<file path="src/spp_map.vh">
// register map, field positions and reset values for the shared pin port
`ifndef SPP_MAP_VH
`define SPP_MAP_VH
`define SPP_DIR_ADDR 12'h000
`define SPP_LAT_ADDR 12'h004
`define SPP_PIN_ADDR 12'h008
`define SPP_CCG_ADDR 12'h00C
`define SPP_TIA_ADDR 12'h010
`define SPP_ANA_ADDR 12'h014
`define SPP_DIR_RST 16'hFFFF
`define SPP_LAT_RST 16'h0000
`define SPP_GATE_RST 16'h0000
`define SPP_ANA_RST 16'h0000
`define SPP_TIA_MASK 16'hF003
`define SPP_CAP_HI 15
`define SPP_CAP_LO 8
`define SPP_CMP_HI 7
`define SPP_CMP_LO 0
`define SPP_TMR_HI 15
`define SPP_TMR_LO 12
`define SPP_I2C_BIT 1
`define SPP_ADC_BIT 0
`define SPP_HTRANS_NONSEQ 2'h2
`define SPP_HTRANS_SEQ 2'h3
`define SPP_HRESP_OKAY 1'h0
`endif

</file>
<file path="src/spp_port.v">
// shared pin port slice with module gate registers behind an AHB-Lite slave
//
// The implementer's own choices: the AHB-Lite register port and the placing of the registers.
`include "spp_map.vh"
////////////////////////////////////////////////////////////////////////
// how the slice works
//
// bus side
// - single word transfers only; the low half of each word is used
// - a write is taken in its address phase and lands at the end of the
//   data phase, so a read issued right after sees the new value
// - a read inserts one wait state: the slave drops ready for one cycle
//   while it registers the read word, so hrdata comes straight from a
//   flop and still stands for the whole last data phase cycle
// - unmapped offsets read zero and ignore writes; response is okay
//
// pin side
// - every pin has a mux pair for data and enable; the peripheral wins
//   only while it is enabled and drives, otherwise the port bit drives
//   according to its direction bit and latch
// - pin levels pass two flops before anything reads them, since the
//   board can change them at any time
// - the peripheral input shows the pin only when the port bit is not
//   driving it, so the port's own output never loops into it
// - bits left out by the implemented mask never drive and read zero, except in the analog select register, which keeps them
// - pins shared only with input functions never hand the driver over
//
// gate side
// - the two gate registers are read/write flops, clear at reset; the second keeps only bits 15:12 and 1:0
// - their outputs are registered once more, so a gate change reaches
//   the gated module one cycle after the write has landed
// - enables arriving from the system are registered once as well, so
//   the pin muxes follow a gate change by the same one cycle
// - while the second converter is gated, its select bits are frozen
//   and every pin it shares reports digital
//
// limitations
// - no open-drain, pull or change detection logic lives here
// - analog pins are not forced to read low on the port; the select
//   map is handed to the pad ring, which owns the input buffer
// - the periph_en input must already hold the system's own gating
//
`timescale 1ns/10ps
`default_nettype none
module spp_port #(
  parameter WIDTH = 16,
  parameter [15:0] IMPL_MASK = 16'hFFFF,
  parameter [15:0] INPUT_ONLY_MASK = 16'h0000
) (
  input wire hclk,
  input wire hresetn,
  input wire hsel,
  input wire [11:0] haddr,
  input wire [1:0] htrans,
  input wire hwrite,
  input wire [2:0] hsize,
  input wire [31:0] hwdata,
  input wire hready,
  output reg [31:0] hrdata,
  output reg hreadyout,
  output reg hresp,
  input wire [WIDTH-1:0] pin_in,
  output reg [WIDTH-1:0] pin_out,
  output reg [WIDTH-1:0] pin_oe,
  input wire [WIDTH-1:0] periph_out,
  input wire [WIDTH-1:0] periph_oe,
  input wire [WIDTH-1:0] periph_en,
  output reg [WIDTH-1:0] periph_in,
  output reg [WIDTH-1:0] adc2_pin_map,
  output reg [7:0] capture_off,
  output reg [7:0] compare_off,
  output reg [3:0] timer_off,
  output reg second_i2c_off,
  output reg second_adc_off,
  output reg [WIDTH-1:0] analog_pin_sel
);

  ////////////////////////////////////////////////////////////////////////
  // register state
  reg [WIDTH-1:0] pin_direction_q;
  reg [WIDTH-1:0] output_latch_q;
  reg [15:0] ccg_q;
  reg [15:0] tia_q;
  reg [WIDTH-1:0] analog_pin_select_bits_q;
  reg [WIDTH-1:0] sync1_q;
  reg [WIDTH-1:0] sync2_q;
  reg [WIDTH-1:0] gated_en_q;
  reg [11:0] addr_q;
  reg wr_q;
  reg rd_q;
  wire [WIDTH-1:0] impl;
  wire [WIDTH-1:0] own_periph;
  wire [WIDTH-1:0] pin_level;
  wire addr_phase;
  wire [15:0] wdata;
  reg [31:0] rdata_d;
  // reset images cut to the port width on purpose
  localparam [15:0] DIR_RST = `SPP_DIR_RST;
  localparam [15:0] LAT_RST = `SPP_LAT_RST;
  localparam [15:0] ANA_RST = `SPP_ANA_RST;

  assign impl = IMPL_MASK[WIDTH-1:0];
  assign wdata = hwdata[15:0];
  assign addr_phase = hsel & hready & (htrans == `SPP_HTRANS_NONSEQ |
                      htrans == `SPP_HTRANS_SEQ);

  // write strobes, one per register, valid in the data phase
  wire wr_dir = wr_q & (addr_q == `SPP_DIR_ADDR);
  wire wr_lat = wr_q & ((addr_q == `SPP_LAT_ADDR) |
                (addr_q == `SPP_PIN_ADDR));
  wire wr_ccg = wr_q & (addr_q == `SPP_CCG_ADDR);
  wire wr_tia = wr_q & (addr_q == `SPP_TIA_ADDR);
  wire wr_ana = wr_q & (addr_q == `SPP_ANA_ADDR);

  ////////////////////////////////////////////////////////////////////////
  // bus address phase capture; a read costs one wait state so that
  // its data can come from a flop and stand for the whole data phase
  always @(posedge hclk or negedge hresetn) begin
    if (!hresetn) begin
      addr_q <= 12'h000;
      wr_q <= 1'b0;
      rd_q <= 1'b0;
      hreadyout <= 1'b1;
      hresp <= `SPP_HRESP_OKAY;
    end else begin
      addr_q <= haddr;
      wr_q <= addr_phase & hwrite;
      rd_q <= addr_phase & ~hwrite;
      hreadyout <= ~(addr_phase & ~hwrite);
      hresp <= `SPP_HRESP_OKAY;
    end
  end

  ////////////////////////////////////////////////////////////////////////
  // direction bits; ones make inputs, so reset leaves every pin undriven
  always @(posedge hclk or negedge hresetn) begin
    if (!hresetn) begin
      pin_direction_q <= DIR_RST[WIDTH-1:0];
    end else if (wr_dir) begin
      pin_direction_q <= wdata[WIDTH-1:0] & impl;
    end
  end

  // output latch; both the latch and the pin level offsets write here
  always @(posedge hclk or negedge hresetn) begin
    if (!hresetn) begin
      output_latch_q <= LAT_RST[WIDTH-1:0];
    end else if (wr_lat) begin
      output_latch_q <= wdata[WIDTH-1:0] & impl;
    end
  end

  // capture and compare gate bits
  always @(posedge hclk or negedge hresetn) begin
    if (!hresetn) begin
      ccg_q <= `SPP_GATE_RST;
    end else if (wr_ccg) begin
      ccg_q <= wdata;
    end
  end

  // timer, i2c and converter gate bits; the middle bits never store
  always @(posedge hclk or negedge hresetn) begin
    if (!hresetn) begin
      tia_q <= `SPP_GATE_RST;
    end else if (wr_tia) begin
      tia_q <= wdata & `SPP_TIA_MASK;
    end
  end

  // select bits belong to the second converter: frozen while it is off
  always @(posedge hclk or negedge hresetn) begin
    if (!hresetn) begin
      analog_pin_select_bits_q <= ANA_RST[WIDTH-1:0];
    end else if (wr_ana & ~tia_q[`SPP_ADC_BIT]) begin
      analog_pin_select_bits_q <= wdata[WIDTH-1:0];
    end
  end

  ////////////////////////////////////////////////////////////////////////
  // read mux; unmapped addresses read zero
  always @* begin
    rdata_d = 32'h00000000;
    case (addr_q)
      `SPP_DIR_ADDR: rdata_d[WIDTH-1:0] = pin_direction_q & impl;
      `SPP_LAT_ADDR: rdata_d[WIDTH-1:0] = output_latch_q & impl;
      `SPP_PIN_ADDR: rdata_d[WIDTH-1:0] = sync2_q & impl;
      `SPP_CCG_ADDR: rdata_d[15:0] = ccg_q;
      `SPP_TIA_ADDR: rdata_d[15:0] = tia_q & `SPP_TIA_MASK;
      `SPP_ANA_ADDR: rdata_d[WIDTH-1:0] = analog_pin_select_bits_q;
      default: rdata_d = 32'h00000000;
    endcase
  end

  // read data cleared as the address phase is taken, registered one cycle later
  always @(posedge hclk or negedge hresetn) begin
    if (!hresetn) begin
      hrdata <= 32'h00000000;
    end else if (addr_phase & ~hwrite) begin
      hrdata <= 32'h00000000;
    end else if (rd_q) begin
      hrdata <= rdata_d;
    end
  end

  ////////////////////////////////////////////////////////////////////////
  // pin synchroniser; the first stage feeds only the second
  always @(posedge hclk or negedge hresetn) begin
    if (!hresetn) begin
      sync1_q <= {WIDTH{1'b0}};
      sync2_q <= {WIDTH{1'b0}};
    end else begin
      sync1_q <= pin_in;
      sync2_q <= sync1_q;
    end
  end

  ////////////////////////////////////////////////////////////////////////
  // capture gates, registered so a change lands one cycle after the write
  always @(posedge hclk or negedge hresetn) begin
    if (!hresetn) begin
      capture_off <= 8'h00;
    end else begin
      capture_off <= ccg_q[`SPP_CAP_HI:`SPP_CAP_LO];
    end
  end

  // compare gates, same one cycle lag
  always @(posedge hclk or negedge hresetn) begin
    if (!hresetn) begin
      compare_off <= 8'h00;
    end else begin
      compare_off <= ccg_q[`SPP_CMP_HI:`SPP_CMP_LO];
    end
  end

  // timer gates, fifteen down to twelve
  always @(posedge hclk or negedge hresetn) begin
    if (!hresetn) begin
      timer_off <= 4'h0;
    end else begin
      timer_off <= tia_q[`SPP_TMR_HI:`SPP_TMR_LO];
    end
  end

  // second i2c gate
  always @(posedge hclk or negedge hresetn) begin
    if (!hresetn) begin
      second_i2c_off <= 1'b0;
    end else begin
      second_i2c_off <= tia_q[`SPP_I2C_BIT];
    end
  end

  // second converter gate
  always @(posedge hclk or negedge hresetn) begin
    if (!hresetn) begin
      second_adc_off <= 1'b0;
    end else begin
      second_adc_off <= tia_q[`SPP_ADC_BIT];
    end
  end

  // converter off forces all select bits digital (one means digital)
  always @(posedge hclk or negedge hresetn) begin
    if (!hresetn) begin
      analog_pin_sel <= {WIDTH{1'b0}};
    end else begin
      analog_pin_sel <= tia_q[`SPP_ADC_BIT] ? {WIDTH{1'b1}}
                        : analog_pin_select_bits_q;
    end
  end

  // gated peripheral looks disabled; input-only pins never hand over
  always @(posedge hclk or negedge hresetn) begin
    if (!hresetn) begin
      gated_en_q <= {WIDTH{1'b0}};
    end else begin
      gated_en_q <= periph_en & ~INPUT_ONLY_MASK[WIDTH-1:0];
    end
  end

  ////////////////////////////////////////////////////////////////////////
  // per-pin output mux pair and loop-through block
  genvar i;
  generate
    for (i = 0; i < WIDTH; i = i + 1) begin : g_pin
      // peripheral owns the driver only while enabled and driving
      assign own_periph[i] = gated_en_q[i] & periph_oe[i];

      // data mux: peripheral data while it owns the pin, else the latch
      always @(posedge hclk or negedge hresetn) begin
        if (!hresetn) begin
          pin_out[i] <= 1'b0;
        end else begin
          pin_out[i] <= impl[i] & (own_periph[i] ? periph_out[i]
                        : output_latch_q[i]);
        end
      end

      // enable mux: the owner's enable, or the port's direction bit
      always @(posedge hclk or negedge hresetn) begin
        if (!hresetn) begin
          pin_oe[i] <= 1'b0;
        end else begin
          pin_oe[i] <= impl[i] & (own_periph[i] ? 1'b1
                       : ~pin_direction_q[i]);
        end
      end

      // a port-driven pin shows zero to the peripheral input
      always @(posedge hclk or negedge hresetn) begin
        if (!hresetn) begin
          periph_in[i] <= 1'b0;
        end else begin
          periph_in[i] <= impl[i] & (own_periph[i] | pin_direction_q[i])
                          & sync2_q[i];
        end
      end

      // analog map for the pad ring; one means the pin is analog
      always @(posedge hclk or negedge hresetn) begin
        if (!hresetn) begin
          adc2_pin_map[i] <= 1'b0;
        end else begin
          adc2_pin_map[i] <= ~analog_pin_sel[i];
        end
      end
    end
  endgenerate

  assign pin_level = sync2_q;

endmodule
`default_nettype wire

</file>
<file path="config.mk">
export PLATFORM = sky130hd
export DESIGN_NAME = spp_port
export DESIGN_NICKNAME = d
export VERILOG_FILES = /design/src/spp_port.v
export VERILOG_INCLUDE_DIRS = /design/src /design/src/src
export SDC_FILE = /design/constraint.sdc
export NUM_CORES = 1
export LEC_CHECK = 0
export ABC_AREA = 1
export ABC_CLOCK_PERIOD_IN_PS = 1600
export BUFFER_PORTS_ARGS = -buffer_cell sky130_fd_sc_hd__buf_4
export CAP_MARGIN = 5
export CELL_PAD_IN_SITES_DETAIL_PLACEMENT = 1
export CELL_PAD_IN_SITES_GLOBAL_PLACEMENT = 2
export CORE_ASPECT_RATIO = 1.25
export CORE_MARGIN = 4
export CORE_UTILIZATION = 25
export CTS_CLUSTER_SIZE = 25
export DETAILED_ROUTE_END_ITERATION = 10
export GPL_TIMING_DRIVEN = 0
export PLACE_DENSITY_LB_ADDON = 0.12
export SKIP_CTS_REPAIR_TIMING = 1
export SLEW_MARGIN = 5
export SYNTH_ARGS = -nofsm -noshare
export SYNTH_HDL_FRONTEND = slang
export SYNTH_SLANG_ARGS = --single-unit
</file>
<file path="constraint.sdc">
create_clock -name hclk -period 1.6 [get_ports hclk]
set_clock_uncertainty 0.15 [all_clocks]
set_input_delay 0 -clock hclk [delete_from_list [all_inputs] [get_ports hclk]]
set_output_delay 0 -clock hclk [all_outputs]
set_load 0.02 [all_outputs]
</file>
==> impl_summary.txt <==
----------------------------------------------------
[Clock tree]
  Library cell used as clock root buffer ... sky130_fd_sc_hd__clkbuf_16
  Clk_lat worst skew ... 0.55 ns
  TritonCTS clock tree ... done
  Clock buffer depth ... 3
  H-tree depth reported by CTS ... 1
  Number of buffers inserted during clock tree synthesis ... 28
  Register clock-pin slew on the reported worst setup and hold paths ... 0.06 ns
  Count of clock tree sinks ... 251

[Detailed routing]
  Routed wire length on met2 ... 16900 um
  Overall routed net length ... 33100 um
  Max layer used ... met5
  Number of design rule violations left after detail routing ... 0
  Final antenna-violating net count ... 0
  Metal3 WL ... 1840 um
  Sum of routed wire segments on met1 ... 13700 um
  Initial detailed-routing violation count ... 277
  Wire length per cell after detailed routing ... 18.5 um
  1st-pass router iterations ... 4
  Per-cell via count in the routed design ... 4.12
  Total via count in the routed design ... 7368

[Setup path]
  Maximum fanout count along the critical path ... 6
  CP Data Arrival Time ... 2.17 ns
  Worst Path Class, Setup ... flop to flop
  CP Capture Type ... flop
  Worst Path Required ... 1.89 ns
  Critical Path Start Type ... flop

[Placement]
  Post-placement cell area ... 0.0117 mm2
  Detailed-placement wirelength estimate ... 21900 um
  Post-Place Setup Slack ... -0.653 ns
  Weighted congestion reported at the end of routability-driven placement ... 0.728
  IO Port Bufs ... 216

[Die]
  Overall die height ... 225 um
  Core Box Area ... 0.0372 mm2
  Initial core utilization ... 25.2%
  Chip Width ... 181 um
  Number of primary I/O pins ... 254
  Cell Rows ... 79
  Die Area ... 0.0407 mm2

[Logic synthesis]
  Fraction of registers with async set/reset ... 100%
  Fraction of the mapped netlist area in compound gates ... 6.43%
  Mux share of post-synthesis cell area ... 1.92%
  Library cell with the highest instance count after synthesis ... sky130_fd_sc_hd__dfrtp_1
  Synthesized cell area ... 0.00938 mm2
  Cell types occupying the most area after synthesis ... sky130_fd_sc_hd__dfrtp_1, sky130_fd_sc_hd__nand2_1, sky130_fd_sc_hd__dfstp_2
  Commonest register cell after synthesis ... sky130_fd_sc_hd__dfrtp_1
  Dominant combinational cell family by area after synthesis ... simple AND/OR/NAND/NOR gates
  Commonest cells post-synth ... sky130_fd_sc_hd__dfrtp_1, sky130_fd_sc_hd__nand2_1, sky130_fd_sc_hd__inv_1
  EDFF count, synth ... 0
  Number of warnings printed during yosys synthesis ... 0
  Simple-gate share of the synthesized area ... 17.5%
  Area share of the largest cell type after synthesis ... 62.5%
  Arithmetic-cell share of the synthesized area counting full adders, half adders and majority gates ... 0%
  Cell count after synthesis ... 850
  Avg Cell Area, Syn ... 11.0 um2
  Cell variety after synth ... 30
  XOR/XNOR share of the synthesized area ... 0%
  Portion of the post-synthesis area used by sequential elements ... 67.2%
  Number of storage elements in the synthesis netlist ... 251
  Cell type contributing the most total cell area after synthesis ... sky130_fd_sc_hd__dfrtp_1

[Global routing]
  Total gr overflow ... 0
  Via count of the first global-routing pass ... 7348
  Global-route total usage across every layer ... 15.2%
  Global-route wire length before repair ... 46800 um
  Initial antenna violation count ... 1
  Pin count of the biggest net entering global routing ... 106

[Timing]
  RSZ-0062 raised after global routing ... yes
  Setup TNS Final ... -15.75 ns
  Setup slack after layout ... -0.283 ns
  Share of the clock period used by the worst path ... 118%
  Count of endpoints failing hold in the final timing report ... 66
  Max_slew headroom ... 55.6%
  Worst Max-Slew Pin Slew ... 0.666 ns
  Upper clock frequency limit ... 531 MHz
  Worst hold slack across all endpoints ... -0.248 ns
  # setup viols final ... 85
  Number of pins with negative max-slew slack in the final report ... 0
  Clock period minus final worst setup slack ... 1.88 ns

[Layout]
  Share of the core filled with cells ... 39.8%
  Number of diodes ... 0
  Proportion of layout cells with a drive suffix above 1 ... 36.2%
  Area of all placed cells without fillers ... 0.0148 mm2
  Final #Nets ... 1397
  Layout-stage area growth over the synthesis result ... 57.6%

[Power]
  Power per cell area ... 980 mW/mm2
  Static leakage power ... 7.56 nW
  Maximum VDD drop ... 0.743 mV

[Hold path]
  Class of the tightest hold or removal check ... input port to flop

[Outcome]
  Violations in the final reports ... negative hold slack, negative setup slack
  Outcome ... finished, violations left

[Job]
  Count of max-cap constraint violations ... 0

----------------------------------------------------
==> through the flow <==
stage	cells	power, W
finish	1787	0.0145
global route	1787	0.0151
CTS	1622	0.0144
detailed placement	1570	0.00744
global placement	1568	0.00741
floorplan	866	0.00693
==> logic make-up (layout without fill, tap and decap cells) <==
logic type,Yosys count,in the layout
compound gates,86,86
buf+inv,129,564
flops,251,251
mux,16,16
other cells,1,17
simple gates,367,367
==> area by class of cell <==
class	count	area, um2
fillers	4150	22400
flip-flops and latches	251	6300
repair buffers	383	3380
multi-input cells	486	2680
clock buffers	38	790
well taps	486	608
plain buffers	43	490
inverters	86	338
clock inverters	14	190
==> sequential cells by signal, summed over array words and instances (netlist names), 8 cells and up <==
name,cells
analog_pin_sel,16
analog_pin_select_bits_q,16
capture_off,8
ccg_q,16
gated_en_q,16
pin_level,16
periph_in,16
pin_oe,16
sync1_q,16
addr_q,12
output_latch_q,16
compare_off,8
pin_direction_q,16
hrdata,16
adc2_pin_map,16
pin_out,16
==> worst max-delay path: stages, from the launching register on <==
cell and delay, ns:
sky130_fd_sc_hd__dfrtp_1 0.39, sky130_fd_sc_hd__nor2_4 0.18, sky130_fd_sc_hd__nand2_2 0.10, sky130_fd_sc_hd__nor2_4 0.28, sky130_fd_sc_hd__nand2_4 0.13, sky130_fd_sc_hd__inv_8 0.11
sky130_fd_sc_hd__nand2_8 0.10, sky130_fd_sc_hd__clkbuf_16 0.21, sky130_fd_sc_hd__nand2_1 0.07, sky130_fd_sc_hd__o21ai_2 0.05
==> routing by layer <==
metal  global-route usage (%)  vias up
met5                        0        -
met1                     19.1     3652
met3                     3.66       40
met4                     3.73        2
li1                         -     3507
met2                     26.5      167
==> worst paths after layout <==
| path | start | end | slack [ns] | cells after the start |
|---|---|---|---|---|
| min | hready | rd_q | -0.25 | 3 |
| max reg2reg | addr_q[0] | ccg_q[15] | -0.28 | 9 |
| max in group asynchronous | hresetn | pin_level[12] | 0.50 | 3 |
| min in group asynchronous | hresetn | ccg_q[8] | -0.14 | 2 |
| max | addr_q[0] | ccg_q[15] | -0.28 | 9 |
| min reg2reg | sync1_q[4] | pin_level[4] | 0.20 | 0 |
==> cell usage in the layout (no fill, tap or decap), drive strengths merged <==
cell         synthesis  routed
a21boi              15      15
a21oi                1       1
buf                 38     279
bufinv               0       4
clkbuf               5      46
clkinv               1       6
clkinvlp             0       5
conb                 1      17
dfrtp              234     234
dfstp               17      17
dlygate4sd3          0     139
inv                 85      85
mux2                16      16
nand2              229     229
nand3               76      76
nand4                1       1
nor2                47      47
nor3                 2       2
o21ai               70      70
or2                 12      12
==> power by group <==
part           switching (W)  internal, W  total [W]  leakage [nW]
sequential         0.0000578      0.00649    0.00655          2.70
combinational       0.000504     0.000552    0.00106          4.39
clock                0.00276      0.00411    0.00688         0.463
Note: power is estimated with default switching activity, not from simulation.
